<file path="src/common/slso_pkg.sv">
package slso_pkg;

  // Register byte offsets
  localparam logic [11:0] SLSO_OFS_DFLT_STAT = 12'h000;
  localparam logic [11:0] SLSO_OFS_OUT_STAT = 12'h004;
  localparam logic [11:0] SLSO_OFS_RX_TX_OVERRIDE_ENABLE = 12'h008;

  // Default status register fields
  localparam int SLSO_STAT_TOP_LSB = 30;
  localparam logic [1:0] SLSO_STAT_TOP_VAL = 2'h1;
  localparam int SLSO_STAT_LOS_LSB = 28;
  localparam int SLSO_STAT_EQ_LSB = 21;
  localparam int SLSO_STAT_ALIGN_BIT = 19;
  localparam int SLSO_STAT_HALF_BIT = 16;
  localparam int SLSO_STAT_MID_LSB = 10;
  localparam logic [5:0] SLSO_STAT_MID_VAL = 6'h20;
  localparam int SLSO_STAT_BOOST_LSB = 6;

  // Output status and transmit override register fields
  localparam int SLSO_OUT_EN_BIT = 31;
  localparam int SLSO_OUT_RSV_LSB = 26;
  localparam int SLSO_OUT_BOOST_LSB = 22;
  localparam int SLSO_OUT_KEEP_LSB = 3;
  localparam int SLSO_OUT_LOSS_BIT = 2;
  localparam logic [4:0] SLSO_OUT_RSV_RST = 5'h00;
  localparam logic [3:0] SLSO_OUT_BOOST_RST = 4'h0;
  localparam logic [18:0] SLSO_OUT_KEEP_RST = 19'h00000;

  // Receive override register fields
  localparam int SLSO_RX_EN_BIT = 14;
  localparam int SLSO_RX_LOS_LSB = 12;
  localparam int SLSO_RX_KEEP_HI_LSB = 8;
  localparam int SLSO_RX_EQ_LSB = 5;
  localparam int SLSO_RX_KEEP_MID_BIT = 4;
  localparam int SLSO_RX_ALIGN_BIT = 3;
  localparam int SLSO_RX_KEEP_LO_LSB = 1;
  localparam int SLSO_RX_HALF_BIT = 0;
  localparam logic [1:0] SLSO_RX_LOS_RST = 2'h1;
  localparam logic [3:0] SLSO_RX_KEEP_HI_RST = 4'h0;
  localparam logic [2:0] SLSO_RX_EQ_RST = 3'h0;
  localparam logic SLSO_RX_KEEP_MID_RST = 1'b1;
  localparam logic SLSO_RX_ALIGN_RST = 1'b1;
  localparam logic [1:0] SLSO_RX_KEEP_LO_RST = 2'h3;
  localparam logic SLSO_RX_HALF_RST = 1'b0;

endpackage : slso_pkg

</file>
<file path="src/verilog/slso_tx_override_enable_sel.sv">
`timescale 1ns/1ps
module slso_tx_override_enable_sel #(
  parameter int W = 4
) (
  input wire logic i_core_clk,
  input wire logic i_rst_b,
  input wire logic i_tx_override_enable_en,
  input wire logic [W-1:0] i_dflt,
  input wire logic [W-1:0] i_tx_override_enable,
  output logic [W-1:0] o_sel
);

  wire logic [W-1:0] sel_nxt;

  assign sel_nxt = i_tx_override_enable_en ? i_tx_override_enable : i_dflt;

  always_ff @(posedge i_core_clk or negedge i_rst_b)
  begin
    if (!i_rst_b)
      o_sel <= '0;
    else
      o_sel <= sel_nxt;
  end

endmodule : slso_tx_override_enable_sel

</file>
<file path="src/verilog/slso_lane_regs.sv">
// The Avalon-MM interface to the registers was chosen for this implementation.
`timescale 1ns/1ps
// Functional notes
// - Status register holds lane control defaults captured at power-up, read-only.
// - Status fields keep defaults once overridden, so no longer show driven value.
// - Output status bit 31 enables override by writable bits 22 to 25.
// - Boost override field 25:22 drives lane boost while enabled; resets zero.
// - Boost code maps to dB by formula; code zero means no boost.
// - Output status bit 2 reflects lane signal loss; writes ignored.
// - Status fields: filter 29:28, equalizer 23:21, half-rate 16, boost 9:6.
// - Receive override enable bit 14 replaces filter, equalizer, alignment settings.
module slso_lane_regs
  import slso_pkg::*;
(
  input wire logic i_core_clk,
  input wire logic i_rst_b,
  input wire logic [11:0] i_avs_address,
  input wire logic i_avs_read,
  input wire logic i_avs_write,
  input wire logic [31:0] i_avs_writedata,
  output logic [31:0] o_avs_readdata,
  output logic o_avs_waitrequest,
  input wire logic [1:0] i_dflt_signal_loss_filter_mode,
  input wire logic [2:0] i_dflt_receive_equalizer_setting,
  input wire logic i_dflt_rx_align_en,
  input wire logic i_dflt_half_rate,
  input wire logic [3:0] i_dflt_tx_boost,
  input wire logic i_signal_loss_indicator,
  output logic [3:0] o_lane_tx_boost,
  output logic o_lane_tx_boost_en,
  output logic [1:0] o_lane_signal_loss_filter_mode,
  output logic [2:0] o_lane_receive_equalizer_setting,
  output logic o_lane_rx_align_en,
  output logic o_lane_half_rate
);

  function automatic logic addr_is(input logic [11:0] a, input logic [11:0] ofs);
    addr_is = (a == ofs);
  endfunction : addr_is

  // Captured power-up defaults
  logic cap_done_r;
  logic [1:0] dflt_los_r;
  logic [2:0] dflt_eq_r;
  logic dflt_align_r;
  logic dflt_half_r;
  logic [3:0] dflt_boost_r;
  logic sig_loss_r;

  // Transmit override register
  logic tx_override_enable_r;
  logic [4:0] out_rsv_r;
  logic [3:0] boost_tx_override_enable_r;
  logic [18:0] preserve_on_write_reserved_r;

  // Receive override register
  logic rx_override_enable_r;
  logic [1:0] rx_los_r;
  logic [3:0] rx_keep_hi_r;
  logic [2:0] rx_eq_r;
  logic rx_keep_mid_r;
  logic rx_align_r;
  logic [1:0] rx_keep_lo_r;
  logic rx_half_r;

  // Bus slave
  logic [31:0] rdata_nxt;
  wire logic req;
  wire logic wr_done;
  wire logic sel_stat;
  wire logic sel_out;
  wire logic sel_rx;
  wire logic [31:0] stat_word;
  wire logic [31:0] out_word;
  wire logic [31:0] rx_word;
  wire logic [4:0] tx_dflt_vec;
  wire logic [4:0] tx_tx_override_enable_vec;
  wire logic [4:0] tx_out_vec;
  wire logic [6:0] rx_dflt_vec;
  wire logic [6:0] rx_tx_override_enable_vec;
  wire logic [6:0] rx_out_vec;

  // One wait cycle: data is loaded while waitrequest is high, taken when it drops
  assign req = i_avs_read | i_avs_write;
  assign wr_done = i_avs_write & ~o_avs_waitrequest;
  assign sel_stat = addr_is(i_avs_address, SLSO_OFS_DFLT_STAT);
  assign sel_out = addr_is(i_avs_address, SLSO_OFS_OUT_STAT);
  assign sel_rx = addr_is(i_avs_address, SLSO_OFS_RX_TX_OVERRIDE_ENABLE);

  // Defaults stay in the status word even when overridden
  assign stat_word = {SLSO_STAT_TOP_VAL, dflt_los_r, 4'h0, dflt_eq_r, 1'b0, dflt_align_r,
                      2'h0, dflt_half_r, SLSO_STAT_MID_VAL, dflt_boost_r, 6'h00};
  assign out_word = {tx_override_enable_r, out_rsv_r, boost_tx_override_enable_r,
                     preserve_on_write_reserved_r, sig_loss_r, 2'h0};
  assign rx_word = {17'h00000, rx_override_enable_r, rx_los_r, rx_keep_hi_r, rx_eq_r,
                    rx_keep_mid_r, rx_align_r, rx_keep_lo_r, rx_half_r};

  always_comb
  begin
    rdata_nxt = 32'h00000000;
    if (sel_stat)
      rdata_nxt = stat_word;
    else if (sel_out)
      rdata_nxt = out_word;
    else if (sel_rx)
      rdata_nxt = rx_word;
  end

  always_ff @(posedge i_core_clk or negedge i_rst_b)
  begin
    if (!i_rst_b)
    begin
      o_avs_waitrequest <= 1'b1;
      o_avs_readdata <= 32'h00000000;
    end
    else
    begin
      o_avs_waitrequest <= ~(req & o_avs_waitrequest);
      o_avs_readdata <= rdata_nxt;
    end
  end

  // Defaults are sampled on the first edge after reset release, not under reset
  always_ff @(posedge i_core_clk or negedge i_rst_b)
  begin
    if (!i_rst_b)
    begin
      cap_done_r <= 1'b0;
      dflt_los_r <= 2'h0;
      dflt_eq_r <= 3'h0;
      dflt_align_r <= 1'b0;
      dflt_half_r <= 1'b0;
      dflt_boost_r <= 4'h0;
    end
    else if (!cap_done_r)
    begin
      cap_done_r <= 1'b1;
      dflt_los_r <= i_dflt_signal_loss_filter_mode;
      dflt_eq_r <= i_dflt_receive_equalizer_setting;
      dflt_align_r <= i_dflt_rx_align_en;
      dflt_half_r <= i_dflt_half_rate;
      dflt_boost_r <= i_dflt_tx_boost;
    end
  end

  always_ff @(posedge i_core_clk or negedge i_rst_b)
  begin
    if (!i_rst_b)
      sig_loss_r <= 1'b0;
    else
      sig_loss_r <= i_signal_loss_indicator;
  end

  // Bit 2 is loaded from the loss indicator and bits 1:0 are constant zero, so writes cannot touch them
  always_ff @(posedge i_core_clk or negedge i_rst_b)
  begin
    if (!i_rst_b)
    begin
      tx_override_enable_r <= 1'b0;
      out_rsv_r <= SLSO_OUT_RSV_RST;
      boost_tx_override_enable_r <= SLSO_OUT_BOOST_RST;
      preserve_on_write_reserved_r <= SLSO_OUT_KEEP_RST;
    end
    else if (wr_done && sel_out)
    begin
      tx_override_enable_r <= i_avs_writedata[SLSO_OUT_EN_BIT];
      out_rsv_r <= i_avs_writedata[SLSO_OUT_RSV_LSB +: 5];
      boost_tx_override_enable_r <= i_avs_writedata[SLSO_OUT_BOOST_LSB +: 4];
      // Stores whatever software wrote back after its read
      preserve_on_write_reserved_r <= i_avs_writedata[SLSO_OUT_KEEP_LSB +: 19];
    end
  end

  always_ff @(posedge i_core_clk or negedge i_rst_b)
  begin
    if (!i_rst_b)
    begin
      rx_override_enable_r <= 1'b0;
      rx_los_r <= SLSO_RX_LOS_RST;
      rx_keep_hi_r <= SLSO_RX_KEEP_HI_RST;
      rx_eq_r <= SLSO_RX_EQ_RST;
      rx_keep_mid_r <= SLSO_RX_KEEP_MID_RST;
      rx_align_r <= SLSO_RX_ALIGN_RST;
      rx_keep_lo_r <= SLSO_RX_KEEP_LO_RST;
      rx_half_r <= SLSO_RX_HALF_RST;
    end
    else if (wr_done && sel_rx)
    begin
      rx_override_enable_r <= i_avs_writedata[SLSO_RX_EN_BIT];
      rx_los_r <= i_avs_writedata[SLSO_RX_LOS_LSB +: 2];
      rx_keep_hi_r <= i_avs_writedata[SLSO_RX_KEEP_HI_LSB +: 4];
      rx_eq_r <= i_avs_writedata[SLSO_RX_EQ_LSB +: 3];
      rx_keep_mid_r <= i_avs_writedata[SLSO_RX_KEEP_MID_BIT];
      rx_align_r <= i_avs_writedata[SLSO_RX_ALIGN_BIT];
      rx_keep_lo_r <= i_avs_writedata[SLSO_RX_KEEP_LO_LSB +: 2];
      rx_half_r <= i_avs_writedata[SLSO_RX_HALF_BIT];
    end
  end

  // Code zero is flagged so the driver applies no boost at all
  assign tx_dflt_vec = {dflt_boost_r != 4'h0, dflt_boost_r};
  assign tx_tx_override_enable_vec = {boost_tx_override_enable_r != 4'h0, boost_tx_override_enable_r};
  assign rx_dflt_vec = {dflt_los_r, dflt_eq_r, dflt_align_r, dflt_half_r};
  // Half-rate stays on its default: the override covers filter, equalizer, alignment
  assign rx_tx_override_enable_vec = {rx_los_r, rx_eq_r, rx_align_r, dflt_half_r};

  slso_tx_override_enable_sel #(.W(5)) u_tx_sel (
    .i_core_clk(i_core_clk),
    .i_rst_b(i_rst_b),
    .i_tx_override_enable_en(tx_override_enable_r),
    .i_dflt(tx_dflt_vec),
    .i_tx_override_enable(tx_tx_override_enable_vec),
    .o_sel(tx_out_vec)
  );

  slso_tx_override_enable_sel #(.W(7)) u_rx_sel (
    .i_core_clk(i_core_clk),
    .i_rst_b(i_rst_b),
    .i_tx_override_enable_en(rx_override_enable_r),
    .i_dflt(rx_dflt_vec),
    .i_tx_override_enable(rx_tx_override_enable_vec),
    .o_sel(rx_out_vec)
  );

  assign o_lane_tx_boost_en = tx_out_vec[4];
  assign o_lane_tx_boost = tx_out_vec[3:0];
  assign o_lane_signal_loss_filter_mode = rx_out_vec[6:5];
  assign o_lane_receive_equalizer_setting = rx_out_vec[4:2];
  assign o_lane_rx_align_en = rx_out_vec[1];
  assign o_lane_half_rate = rx_out_vec[0];
endmodule : slso_lane_regs

</file>
<file path="config.mk">
export PLATFORM = sky130hd
export DESIGN_NAME = slso_lane_regs
export DESIGN_NICKNAME = d
export VERILOG_FILES = /design/src/common/slso_pkg.sv /design/src/verilog/slso_tx_override_enable_sel.sv /design/src/verilog/slso_lane_regs.sv
export SDC_FILE = /design/constraint.sdc
export NUM_CORES = 1
export LEC_CHECK = 0
export BUFFER_PORTS_ARGS = -buffer_cell sky130_fd_sc_hd__buf_2
export CAP_MARGIN = 20
export CELL_PAD_IN_SITES_DETAIL_PLACEMENT = 0
export CELL_PAD_IN_SITES_GLOBAL_PLACEMENT = 1
export CORE_ASPECT_RATIO = 1.2
export CORE_UTILIZATION = 38
export DETAILED_ROUTE_END_ITERATION = 10
export PLACE_DENSITY_LB_ADDON = 0.1
export SYNTH_ARGS = -nofsm -noshare
export SYNTH_HDL_FRONTEND = slang
export SYNTH_HIERARCHICAL = 1
export SYNTH_SLANG_ARGS = --single-unit
export TNS_END_PERCENT = 20
</file>
<file path="constraint.sdc">
create_clock -name i_core_clk -period 1.45 [get_ports i_core_clk]
set_input_delay 0.3625 -clock i_core_clk [delete_from_list [all_inputs] [get_ports i_core_clk]]
set_output_delay 0.3625 -clock i_core_clk [all_outputs]
set_load 0.005 [all_outputs]
</file>
==> results.sh, run 1 <==
export IMPL_status="complete, but fails checks"
export IMPL_violations="setup timing"
export IMPL_p_per_area_nw_per_um2=1150
export IMPL_rows=40
export IMPL_post_route_period_util_pct=105
export IMPL_start_kind="input pin"
export IMPL_gp_congestion=0.721
export IMPL_vias=2547
export IMPL_tritoncts="built"
export IMPL_ys_seq_area_share_pct=64.7
export IMPL_ir_worst_vdd_uv=554
export IMPL_setup_viol=4
export IMPL_initial_core_util_pct=39.3
export IMPL_final_nets=450
export IMPL_drt_total_wl_mm=8.52
export IMPL_area_growth_syn_to_layout_pct=35.3
export IMPL_die_w_um=95.1
export IMPL_fmax_mhz=658
export IMPL_cts_made_buffers=9
export IMPL_synth_edf_count=0
export IMPL_fill_cells=867
export IMPL_whs_ns=0.126
export IMPL_finalHoldViolations=0
export IMPL_yosysUniqueCellTypes=25
export IMPL_layout_commonest_cell="buf_2"
export IMPL_drive_above_1_share_pct=59.0
export IMPL_rsz0062_at_grt="true"
export IMPL_antenna_found_initial=0
export IMPL_mostFrequentLayoutCells="100 x buf_2, 96 x dfrtp_1, 47 x mux2_2, 23 x nor2_1, 20 x mux2_4"
export IMPL_ys_flop_type="dfrtp_1"
export IMPL_drc=0
export IMPL_ys_warn_count=6
export IMPL_clkTransAtPathRegs_ns=0.07
export IMPL_die_area_um2=10800
export IMPL_synth_area_leaders="dfrtp_1 61%, mux2_2 17%, dfstp_2 4.0%"
export IMPL_die_h_um=114
export IMPL_clk_latency_ns=0.34
export IMPL_grt_max_degree=33
export IMPL_syn_avg_cell_area_um2=15.1
export IMPL_cp_arrival_ns=1.76
export IMPL_grt_overflow=0
export IMPL_yosys_area_top_type="dfrtp_1"
export IMPL_core_um2=10100
export IMPL_hpwlAfterDp_mm=5.95
export IMPL_io_pins=105
export IMPL_slew_headroom_pct=64.5
export IMPL_portBuffers=104
export IMPL_report_final_slew_viol_count=0
export IMPL_crit_type="input pin to flop"
export IMPL_finalWorstSetupSlack_ns=-0.0702
export IMPL_endpoint_kind="flop"
export IMPL_grt_usage_pct=17.0
export IMPL_finalCriticalPeriod_ns=1.52
export IMPL_via_per_inst=4.89
export IMPL_critPathRequiredTime_ns=1.69
export IMPL_total_power_mw=6.16
export IMPL_maxCapViolCount=0
export IMPL_ant_nets=0
export IMPL_root_buffer="clkbuf_16"
export IMPL_finalClockSkew_ns=0.00389
export IMPL_path_max_fanout=4
export IMPL_clockBufferDepth=2
export IMPL_drt_first_pass_iters=4
export IMPL_ys_seq_elements=102
export IMPL_p_leak_nw=2.65
export IMPL_diodes=0
export IMPL_cts_sinks=102
export IMPL_synth_top_area_share_pct=60.8
export IMPL_worst_pin_slew_ns=0.533
export IMPL_h_tree_depth=3
export IMPL_syn_cell_area_um2=3950
export IMPL_r2r_slack_ns=0.03
export IMPL_initialDrtViolationCount=48
export IMPL_synth_nets=322
export IMPL_grt_pass1_wl_mm=13.5
export IMPL_first_global_vias=2604
export IMPL_synthCells=262
export IMPL_wl_per_cell_um=16.4
export IMPL_async_reset_ff_share_pct=100
export IMPL_hold_class="input pin to flop"
[cells in the mapped netlist, types with 2 or more instances]
cell / n
nand2b_1: 4
dfstp_2: 6
nor2_1: 23
mux2_4: 7
or4_1: 4
nor4_1: 2
and4_1: 2
dfrtp_1: 96
buf_2: 2
a22oi_1: 16
nor2b_1: 5
clkbuf_1: 6
a2111oi_2: 4
buf_4: 3
mux2_2: 60
and3_1: 10
a21oi_1: 2
buf_6: 2
or4_4: 2
[worst max-delay path, cell delays in order]
cell	delay, ns
buf_6	0.09
or4_4	0.52
or4_4	0.57
a2111oi_4	0.21
[layer usage]
| layer | global-route usage, % | share of wire [%] |
|---|---|---|
| met2 | 26.3 | 49 |
| met1 | 22.4 | 44 |
| met4 | 7.58 | 1.5 |
| met5 | 0 | 0 |
| met3 | 4.13 | 5.6 |
[repair_timing]
| item | 4_1_cts | 5_1_grt |
|---|---|---|
| gates cloned | 0 | 1 |
| endpoints found under the setup margin | 37 | 31 |
| hold endpoints to repair | 14 | 0 |
| resized for setup | 10 | 11 |
| hold buffers | 1 | 0 |
| pin swaps | 7 | 2 |
| setup buffers | 1 | 0 |
[cell families (layout without fill, tap and decap cells)]
| group | Yosys count | in the layout | synth area share, % |
|---|---|---|---|
| AOI/OAI and AO/OA | 23 | 23 | 4.94 |
| buffers and inverters | 13 | 146 | 1.96 |
| DFF | 102 | 102 | 64.7 |
| muxes | 67 | 67 | 19.7 |
| other | 1 | 1 | 0.0948 |
| and+or+nand+nor | 56 | 56 | 8.51 |
[flip-flops by register name, summed over array words and instances (netlist names), 4 cells and up]
signal,count
o_avs_readdata,32
preserve_on_write_reserved_r,19
u_rx_sel/o_sel,7
out_rsv_r,5
u_tx_sel/o_sel,5
boost_tx_override_enable_r,4
dflt_boost_r,4
rx_keep_hi_r,4
[layout make-up]
class                   count  area (um2)  area share [%]
multi-input cells         147        1460            27.3
clock buffers              11         253            4.72
clock inverters             5         104            1.94
flip-flops and latches    102        2560            47.8
well taps                 126         158            2.95
repair buffers            130         813            15.2
[where the power goes]
group | switching, mW | total, mW | internal [mW]
clock | 1.02 | 2.80 | 1.78
sequential | 0.0404 | 2.96 | 2.92
combinational | 0.183 | 0.399 | 0.215
total | 1.24 | 6.16 | 4.92
[metrics by stage]
| stage | setup TNS (ns) | util (%) | instance area (um2) | cells | setup slack, ns |
|---|---|---|---|---|---|
| 6_report | -0.266 | 53.2 | 5350 | 521 | -0.0702 |
| 5_1_grt | -0.615 | 53.2 | 5350 | 521 | -0.103 |
| 4_1_cts | -0.344 | 52.8 | 5310 | 520 | -0.0889 |
| 3_5_place_dp | -19.90 | 48.2 | 4850 | 502 | -0.506 |
| 3_3_place_gp | -19.05 | 48.2 | 4850 | 502 | -0.493 |
| 2_1_floorplan | -14.64 | - | 4030 | 262 | -0.426 |
[final timing paths]
path / start / endpoint / cells past startpoint
min: i_signal_loss_indicator / sig_loss_r / 1
max: i_avs_address[10] / o_avs_readdata[6] / 4
min in group asynchronous: i_rst_b / preserve_on_write_reserved_r[18] / 2
min reg2reg: rx_half_r / rx_half_r / 1
max in group asynchronous: i_rst_b / rx_los_r[0] / 3
max reg2reg: o_avs_waitrequest / preserve_on_write_reserved_r[14] / 4
No activity file was read; power rests on OpenSTA's default activity.
==> run 2: changes to the inputs <==
SYNTH_HIERARCHICAL = not set   (was 1)
==> run 2 against run 1 <==
Against the previous run: the run still ends with setup timing left; largest power group unchanged; setup slack worse by 0.35 ns; synthesized cell count fell by 1.5%; routed wire length grew 4.4%; highest routed layer unchanged; hold slack lost 0.11 ns; critical path depth is 1 higher; fmax fell by 19%; clock power shrank 16%; global-route usage grew 0.55 points.
==> results.sh, run 2 <==
export IMPL_synth_xor_area_share_pct=0
export IMPL_whs_ns=0.0160
export IMPL_finalClockSkew_ns=0.00573
export IMPL_multiInputGateArea_um2=1460
export IMPL_endpoint_kind="flop"
export IMPL_ys_seq_area_share_pct=64.7
export IMPL_ys_flop_type="dfrtp_1"
export IMPL_top_register="o_avs_readdata"
export IMPL_finalCriticalPeriod_ns=1.87
export IMPL_synth_top_family_by_area="multiplexers"
export IMPL_post_route_period_util_pct=129
export IMPL_r2r_slack_ns=-0.42
export IMPL_maxCapViolCount=0
export IMPL_syn_avg_cell_area_um2=15.3
export IMPL_die_w_um=95.1
export IMPL_synth_compound_area_share_pct=2.85
export IMPL_fmax_mhz=536
export IMPL_finalHoldViolations=0
export IMPL_reg_top3="o_avs_readdata (32), preserve_on_write_reserved_r (19), u_rx_sel.o_sel (7)"
export IMPL_ys_warn_count=0
export IMPL_crit_top_cell="buf_6"
export IMPL_tritoncts="built"
export IMPL_slowest_delay_ns=0.53
export IMPL_ant_nets=0
export IMPL_initialDrtViolationCount=85
export IMPL_via_per_inst=4.89
export IMPL_root_buffer="clkbuf_16"
export IMPL_cpMaxStageDelayCell="or4bb_4"
export IMPL_synth_edf_count=0
export IMPL_synthCells=258
export IMPL_path_cells="or4bb_4, nor4_4, buf_6, buf_6, mux2_1"
export IMPL_core_um2=10100
export IMPL_io_pins=105
export IMPL_clkTransAtPathRegs_ns=0.07
export IMPL_die_area_um2=10800
export IMPL_area_growth_syn_to_layout_pct=32.3
export IMPL_critPathRequiredTime_ns=1.67
export IMPL_grt_max_degree=64
export IMPL_wl_met2_mm=4.21
export IMPL_path_max_fanout=7
export IMPL_ir_worst_vdd_uv=642
export IMPL_cts_sinks=102
export IMPL_rsz0062_at_grt="true"
export IMPL_cp_arrival_ns=2.09
export IMPL_synth_area_leaders="dfrtp_1 61%, mux2_2 15%, dfstp_2 4.0%"
export IMPL_seqCellArea_um2=2560
export IMPL_h_tree_depth=3
export IMPL_crit_type="flop to flop"
export IMPL_yosys_area_top_type="dfrtp_1"
export IMPL_report_final_slew_viol_count=0
export IMPL_diodes=0
export IMPL_dp_slack_ns=-0.670
export IMPL_ys_seq_elements=102
export IMPL_layout_commonest_cell="buf_2"
export IMPL_synth_top_area_share_pct=60.7
export IMPL_largest_reg_flops=32
export IMPL_drc=0
export IMPL_holdBufCountCts=0
export IMPL_p_per_area_nw_per_um2=1090
export IMPL_clk_latency_ns=0.34
export IMPL_yosysUniqueCellTypes=27
export IMPL_syn_cell_area_um2=3960
export IMPL_grt_pass1_wl_mm=13.8
export IMPL_async_reset_ff_share_pct=100
export IMPL_rows=40
export IMPL_die_h_um=114
export IMPL_violations="setup timing"
export IMPL_initial_core_util_pct=39.3
export IMPL_finalWorstSetupSlack_ns=-0.416
export IMPL_synth_nets=318
export IMPL_synth_area_mux_share_pct=22.2
export IMPL_mostFrequentLayoutCells="103 x buf_2, 96 x dfrtp_1, 36 x mux2_4, 28 x mux2_2, 16 x buf_4"
export IMPL_startpoint="o_avs_waitrequest"
export IMPL_wl_met3_um=399
export IMPL_antenna_found_initial=0
export IMPL_rr_worst_depth=5
export IMPL_portBuffers=104
export IMPL_total_power_mw=5.69
export IMPL_synth_common_cells="96 x dfrtp_1, 54 x mux2_2, 14 x nor2_1"
export IMPL_vias=2507
export IMPL_top_layer_used="met4"
export IMPL_r2r_start="o_avs_waitrequest"
export IMPL_setup_viol=66
export IMPL_status="complete, but fails checks"
export IMPL_fill_cells=903
export IMPL_start_kind="flop"
export IMPL_clockBufferDepth=2
export IMPL_r2r_end="out_rsv_r[2]"
export IMPL_synth_simple_gate_area_share_pct=7.78
export IMPL_gp_congestion=0.707
export IMPL_final_nets=442
export IMPL_cts_made_buffers=9
export IMPL_hpwlAfterDp_mm=5.85
export IMPL_stdcell_count=513
export IMPL_hold_class="input pin to async pin"
export IMPL_grt_usage_pct=17.5
export IMPL_m1WireLength_mm=4.09
export IMPL_dp_cells=494
export IMPL_p_leak_nw=2.64
export IMPL_first_global_vias=2564
export IMPL_synthAdderAreaFrac_pct=0
export IMPL_wl_per_cell_um=17.3
export IMPL_synth_most_common_cell="dfrtp_1"
export IMPL_drive_above_1_share_pct=58.9
export IMPL_drt_first_pass_iters=4
export IMPL_drt_total_wl_mm=8.89
export IMPL_grt_overflow=0
-- run 2: changes by cell type in the layout (fill, tap and decap cells not counted), sizes merged, moves of 3 or more --
| cell | change |
|---|---|
| a2111oi | -4 |
| a22oi | -7 |
| a2bb2oi | +4 |
| mux2i | +11 |
| nand2b | -3 |
| nor2 | -9 |
| nor3 | +11 |
| or4 | -4 |
-- run 2: how the worst max path moves through the flow --
| stage | cells past startpoint | slack, ns | end |
|---|---|---|---|
| after global placement | 5 | -0.64 | preserve_on_write_reserved_r[3] |
| final | 5 | -0.42 | out_rsv_r[2] |
| after floorplan | 4 | -0.55 | rx_eq_r[0] |
| after CTS | 5 | -0.40 | preserve_on_write_reserved_r[17] |
| after global routing | 5 | -0.45 | out_rsv_r[2] |
| after detailed placement | 5 | -0.67 | preserve_on_write_reserved_r[17] |
-- run 2: kinds of logic (layout without fill, tap and decap cells) --
logic type	after synthesis	count (layout)
DFF	102	102
and+or+nand+nor	49	49
other	1	1
muxes	76	76
buffers and inverters	15	144
AOI/OAI and AO/OA	15	15
-- run 2: through the flow --
step	util (%)	area [um2]	TNS, ns
after floorplan	-	4000	-27.67
after global placement	47.2	4740	-41.09
after detailed placement	47.2	4740	-41.85
after CTS	51.0	5130	-18.62
after global routing	52.0	5230	-21.52
final	52.0	5230	-18.49
-- run 2: critical path: cells and delay by family, from the launching register on --
family / cells / cell delay, ns
buffers and inverters: 2 / 0.35
DFF: 1 / 0.39
muxes: 1 / 0.32
and+or+nand+nor: 2 / 0.68
-- run 2: repair_timing --
action	4_1_cts	5_1_grt
hold endpoints to repair	0	0
pin swaps	1	0
gates resized for setup	22	19
setup endpoints to repair	66	73
gates cloned	1	1
buffers inserted	1	0
-- run 2: cell type report --
cell class	instances	share of cell area, %
well taps	126	3.01
repair buffers	128	14.8
flip-flops and latches	102	48.9
clock inverters	4	0.933
clock buffers	12	4.52
multi-input cells	141	27.9
-- run 2: report_power, final --
part           leakage, nW  internal (mW)  switching, mW  total [mW]
logic                 1.16          0.192          0.187       0.379
registers             1.34           2.92         0.0410        2.96
clock network        0.141           1.34           1.02        2.36
total                 2.64           4.45           1.25        5.69
-- run 2: layer usage --
metal	vias up	track usage [%]
li1	1158	-
met1	1268	24.1
met2	70	26.1
met3	11	3.67
met4	0	8.69
met5	-	0
==> run 3: changes to the inputs <==
CORE_MARGIN = 5   (was not set)
CORE_UTILIZATION = 42   (was 38)
clock period = 2 ns   (was 1.45 ns; I/O delays follow)
==> run 3 against run 2 <==
Against the previous run: the run now ends clean; clock power shrank 51%; design area is 7.1% lower; combinational power is 33% lower; critical path type is now input pin to flop; largest cell class unchanged; largest power group unchanged; highest routed layer unchanged.
==> results.sh, run 3 (synthesis gave the netlist of run 2 again) <==
export IMPL_status="finished clean"
export IMPL_largest_reg_flops=32
export IMPL_cts_made_buffers=9
export IMPL_drt_total_wl_mm=8.60
export IMPL_post_route_period_util_pct=94.6
export IMPL_report_final_slew_viol_count=0
export IMPL_maxCapViolCount=0
export IMPL_layout_commonest_cell="buf_2"
export IMPL_rsz0062_at_grt="false"
export IMPL_endpoint_kind="flop"
export IMPL_die_w_um=98.6
export IMPL_finalHoldViolations=0
export IMPL_antenna_found_initial=1
export IMPL_final_setup_tns_ns=0
export IMPL_die_area_um2=11500
export IMPL_placed_area_um2=4680
export IMPL_final_nets=434
export IMPL_holdBufCountCts=0
export IMPL_crit_type="input pin to flop"
export IMPL_power_switching_mw=0.853
export IMPL_clock_power_share_pct=32.5
export IMPL_hold_class="input pin to async pin"
export IMPL_worst_pin_slew_ns=0.633
export IMPL_mostFrequentLayoutCells="103 x buf_2, 96 x dfrtp_1, 54 x mux2_2, 15 x buf_4, 14 x nor2_1"
export IMPL_vias=2434
export IMPL_slew_headroom_pct=57.7
export IMPL_internal_power_mw=2.71
export IMPL_grt_usage_pct=15.5
export IMPL_p_per_area_nw_per_um2=734
export IMPL_critPathRequiredTime_ns=2.23
export IMPL_gp_congestion=0.728
export IMPL_drt_first_pass_iters=4
export IMPL_initialDrtViolationCount=49
export IMPL_rows=38
export IMPL_h_tree_depth=3
export IMPL_switching_share_pct=23.9
export IMPL_clkTransAtPathRegs_ns=0.10
export IMPL_first_global_vias=2658
export IMPL_root_buffer="clkbuf_8"
export IMPL_io_pins=105
export IMPL_cts_sinks=102
export IMPL_cts_repair_resized=0
export IMPL_finalClockSkew_ns=0.0114
export IMPL_core_um2=9130
export IMPL_path_max_fanout=15
export IMPL_clockBufferDepth=2
export IMPL_setup_viol=0
export IMPL_finalCriticalPeriod_ns=1.89
export IMPL_drive_above_1_share_pct=55.1
export IMPL_start_kind="input pin"
export IMPL_grt_pass1_wl_mm=13.8
export IMPL_ant_nets=0
export IMPL_portBuffers=104
export IMPL_die_h_um=116
export IMPL_grt_max_degree=49
export IMPL_tritoncts="built"
export IMPL_reg_top3="o_avs_readdata (32), preserve_on_write_reserved_r (19), u_rx_sel.o_sel (7)"
export IMPL_design_area_um2=4860
export IMPL_drc=0
export IMPL_grt_overflow=0
export IMPL_initial_core_util_pct=43.3
export IMPL_wl_per_cell_um=17.2
export IMPL_clk_latency_ns=0.35
export IMPL_cp_arrival_ns=2.12
export IMPL_hpwlAfterDp_mm=6.16
export IMPL_area_growth_syn_to_layout_pct=22.8
export IMPL_postCtsSetupBuffers=0
export IMPL_ir_worst_vdd_uv=395
export IMPL_p_leak_nw=2.51
export IMPL_top_register="o_avs_readdata"
export IMPL_via_per_inst=4.87
export IMPL_seqPwrFrac_pct=60.4
export IMPL_fmax_mhz=528
export IMPL_comb_power_share_pct=7.2
## run 3: worst max-delay path, cell delays in order
cell	delay [ns]
buf_2	0.10
or4_4	0.58
nor4_4	0.29
buf_4	0.29
mux2_2	0.36
## run 3: area by class of cell
type | count | area [um2]
clock buffers | 11 | 131
clock inverters | 5 | 42.5
diodes | 1 | 2.50
repair buffers | 120 | 668
multi-input cells | 141 | 1300
well taps | 120 | 150
flip-flops and latches | 102 | 2560
fillers | 861 | 4270
## run 3: metal layers
metal / vias up / track usage [%] / share of wire (%)
li1: 1146 / - / -
met1: 1213 / 19.5 / 44
met2: 63 / 26.2 / 50
met3: 12 / 3.29 / 4.5
met4: 0 / 6.65 / 1.8
met5: - / 0 / 0
## run 3: path summary, 6_finish.rpt
path,start,end,slack [ns],cells after the start
hold reg to reg,dflt_half_r,u_rx_sel.o_sel[0],0.40,0
hold / removal,i_rst_b,o_avs_readdata[5],0.08,1
setup / recovery,i_avs_address[1],preserve_on_write_reserved_r[1],0.11,5
max in group asynchronous,i_rst_b,rx_keep_mid_r,1.21,2
min in group i_core_clk,i_signal_loss_indicator,sig_loss_r,0.27,1
setup reg to reg,o_avs_waitrequest,preserve_on_write_reserved_r[1],0.13,4
## run 3: power by group through the flow
stage	sequential [mW]	clock, mW	combinational, mW
after floorplan	2.18	0	0.0992
after global placement	2.19	0	0.259
after detailed placement	2.20	0	0.262
after CTS	2.15	1.21	0.263
after global routing	2.16	1.28	0.286
final	2.15	1.16	0.255
## run 3: metrics by stage
| stage | std cells | setup slack, ns | hold slack [ns] | util (%) | power, mW |
|---|---|---|---|---|---|
| 3_5_place_dp | 483 | -0.296 | 0.389 | 51.3 | 2.46 |
| 3_3_place_gp | 483 | -0.247 | 0.388 | 51.3 | 2.45 |
| 6_report | 500 | 0.108 | 0.0812 | 53.2 | 3.57 |
| 4_1_cts | 499 | 0.0880 | 0.0703 | 53.2 | 3.63 |
| 2_1_floorplan | 258 | -0.137 | 0.204 | - | 2.28 |
| 5_1_grt | 500 | 0.0438 | 0.0967 | 53.2 | 3.73 |
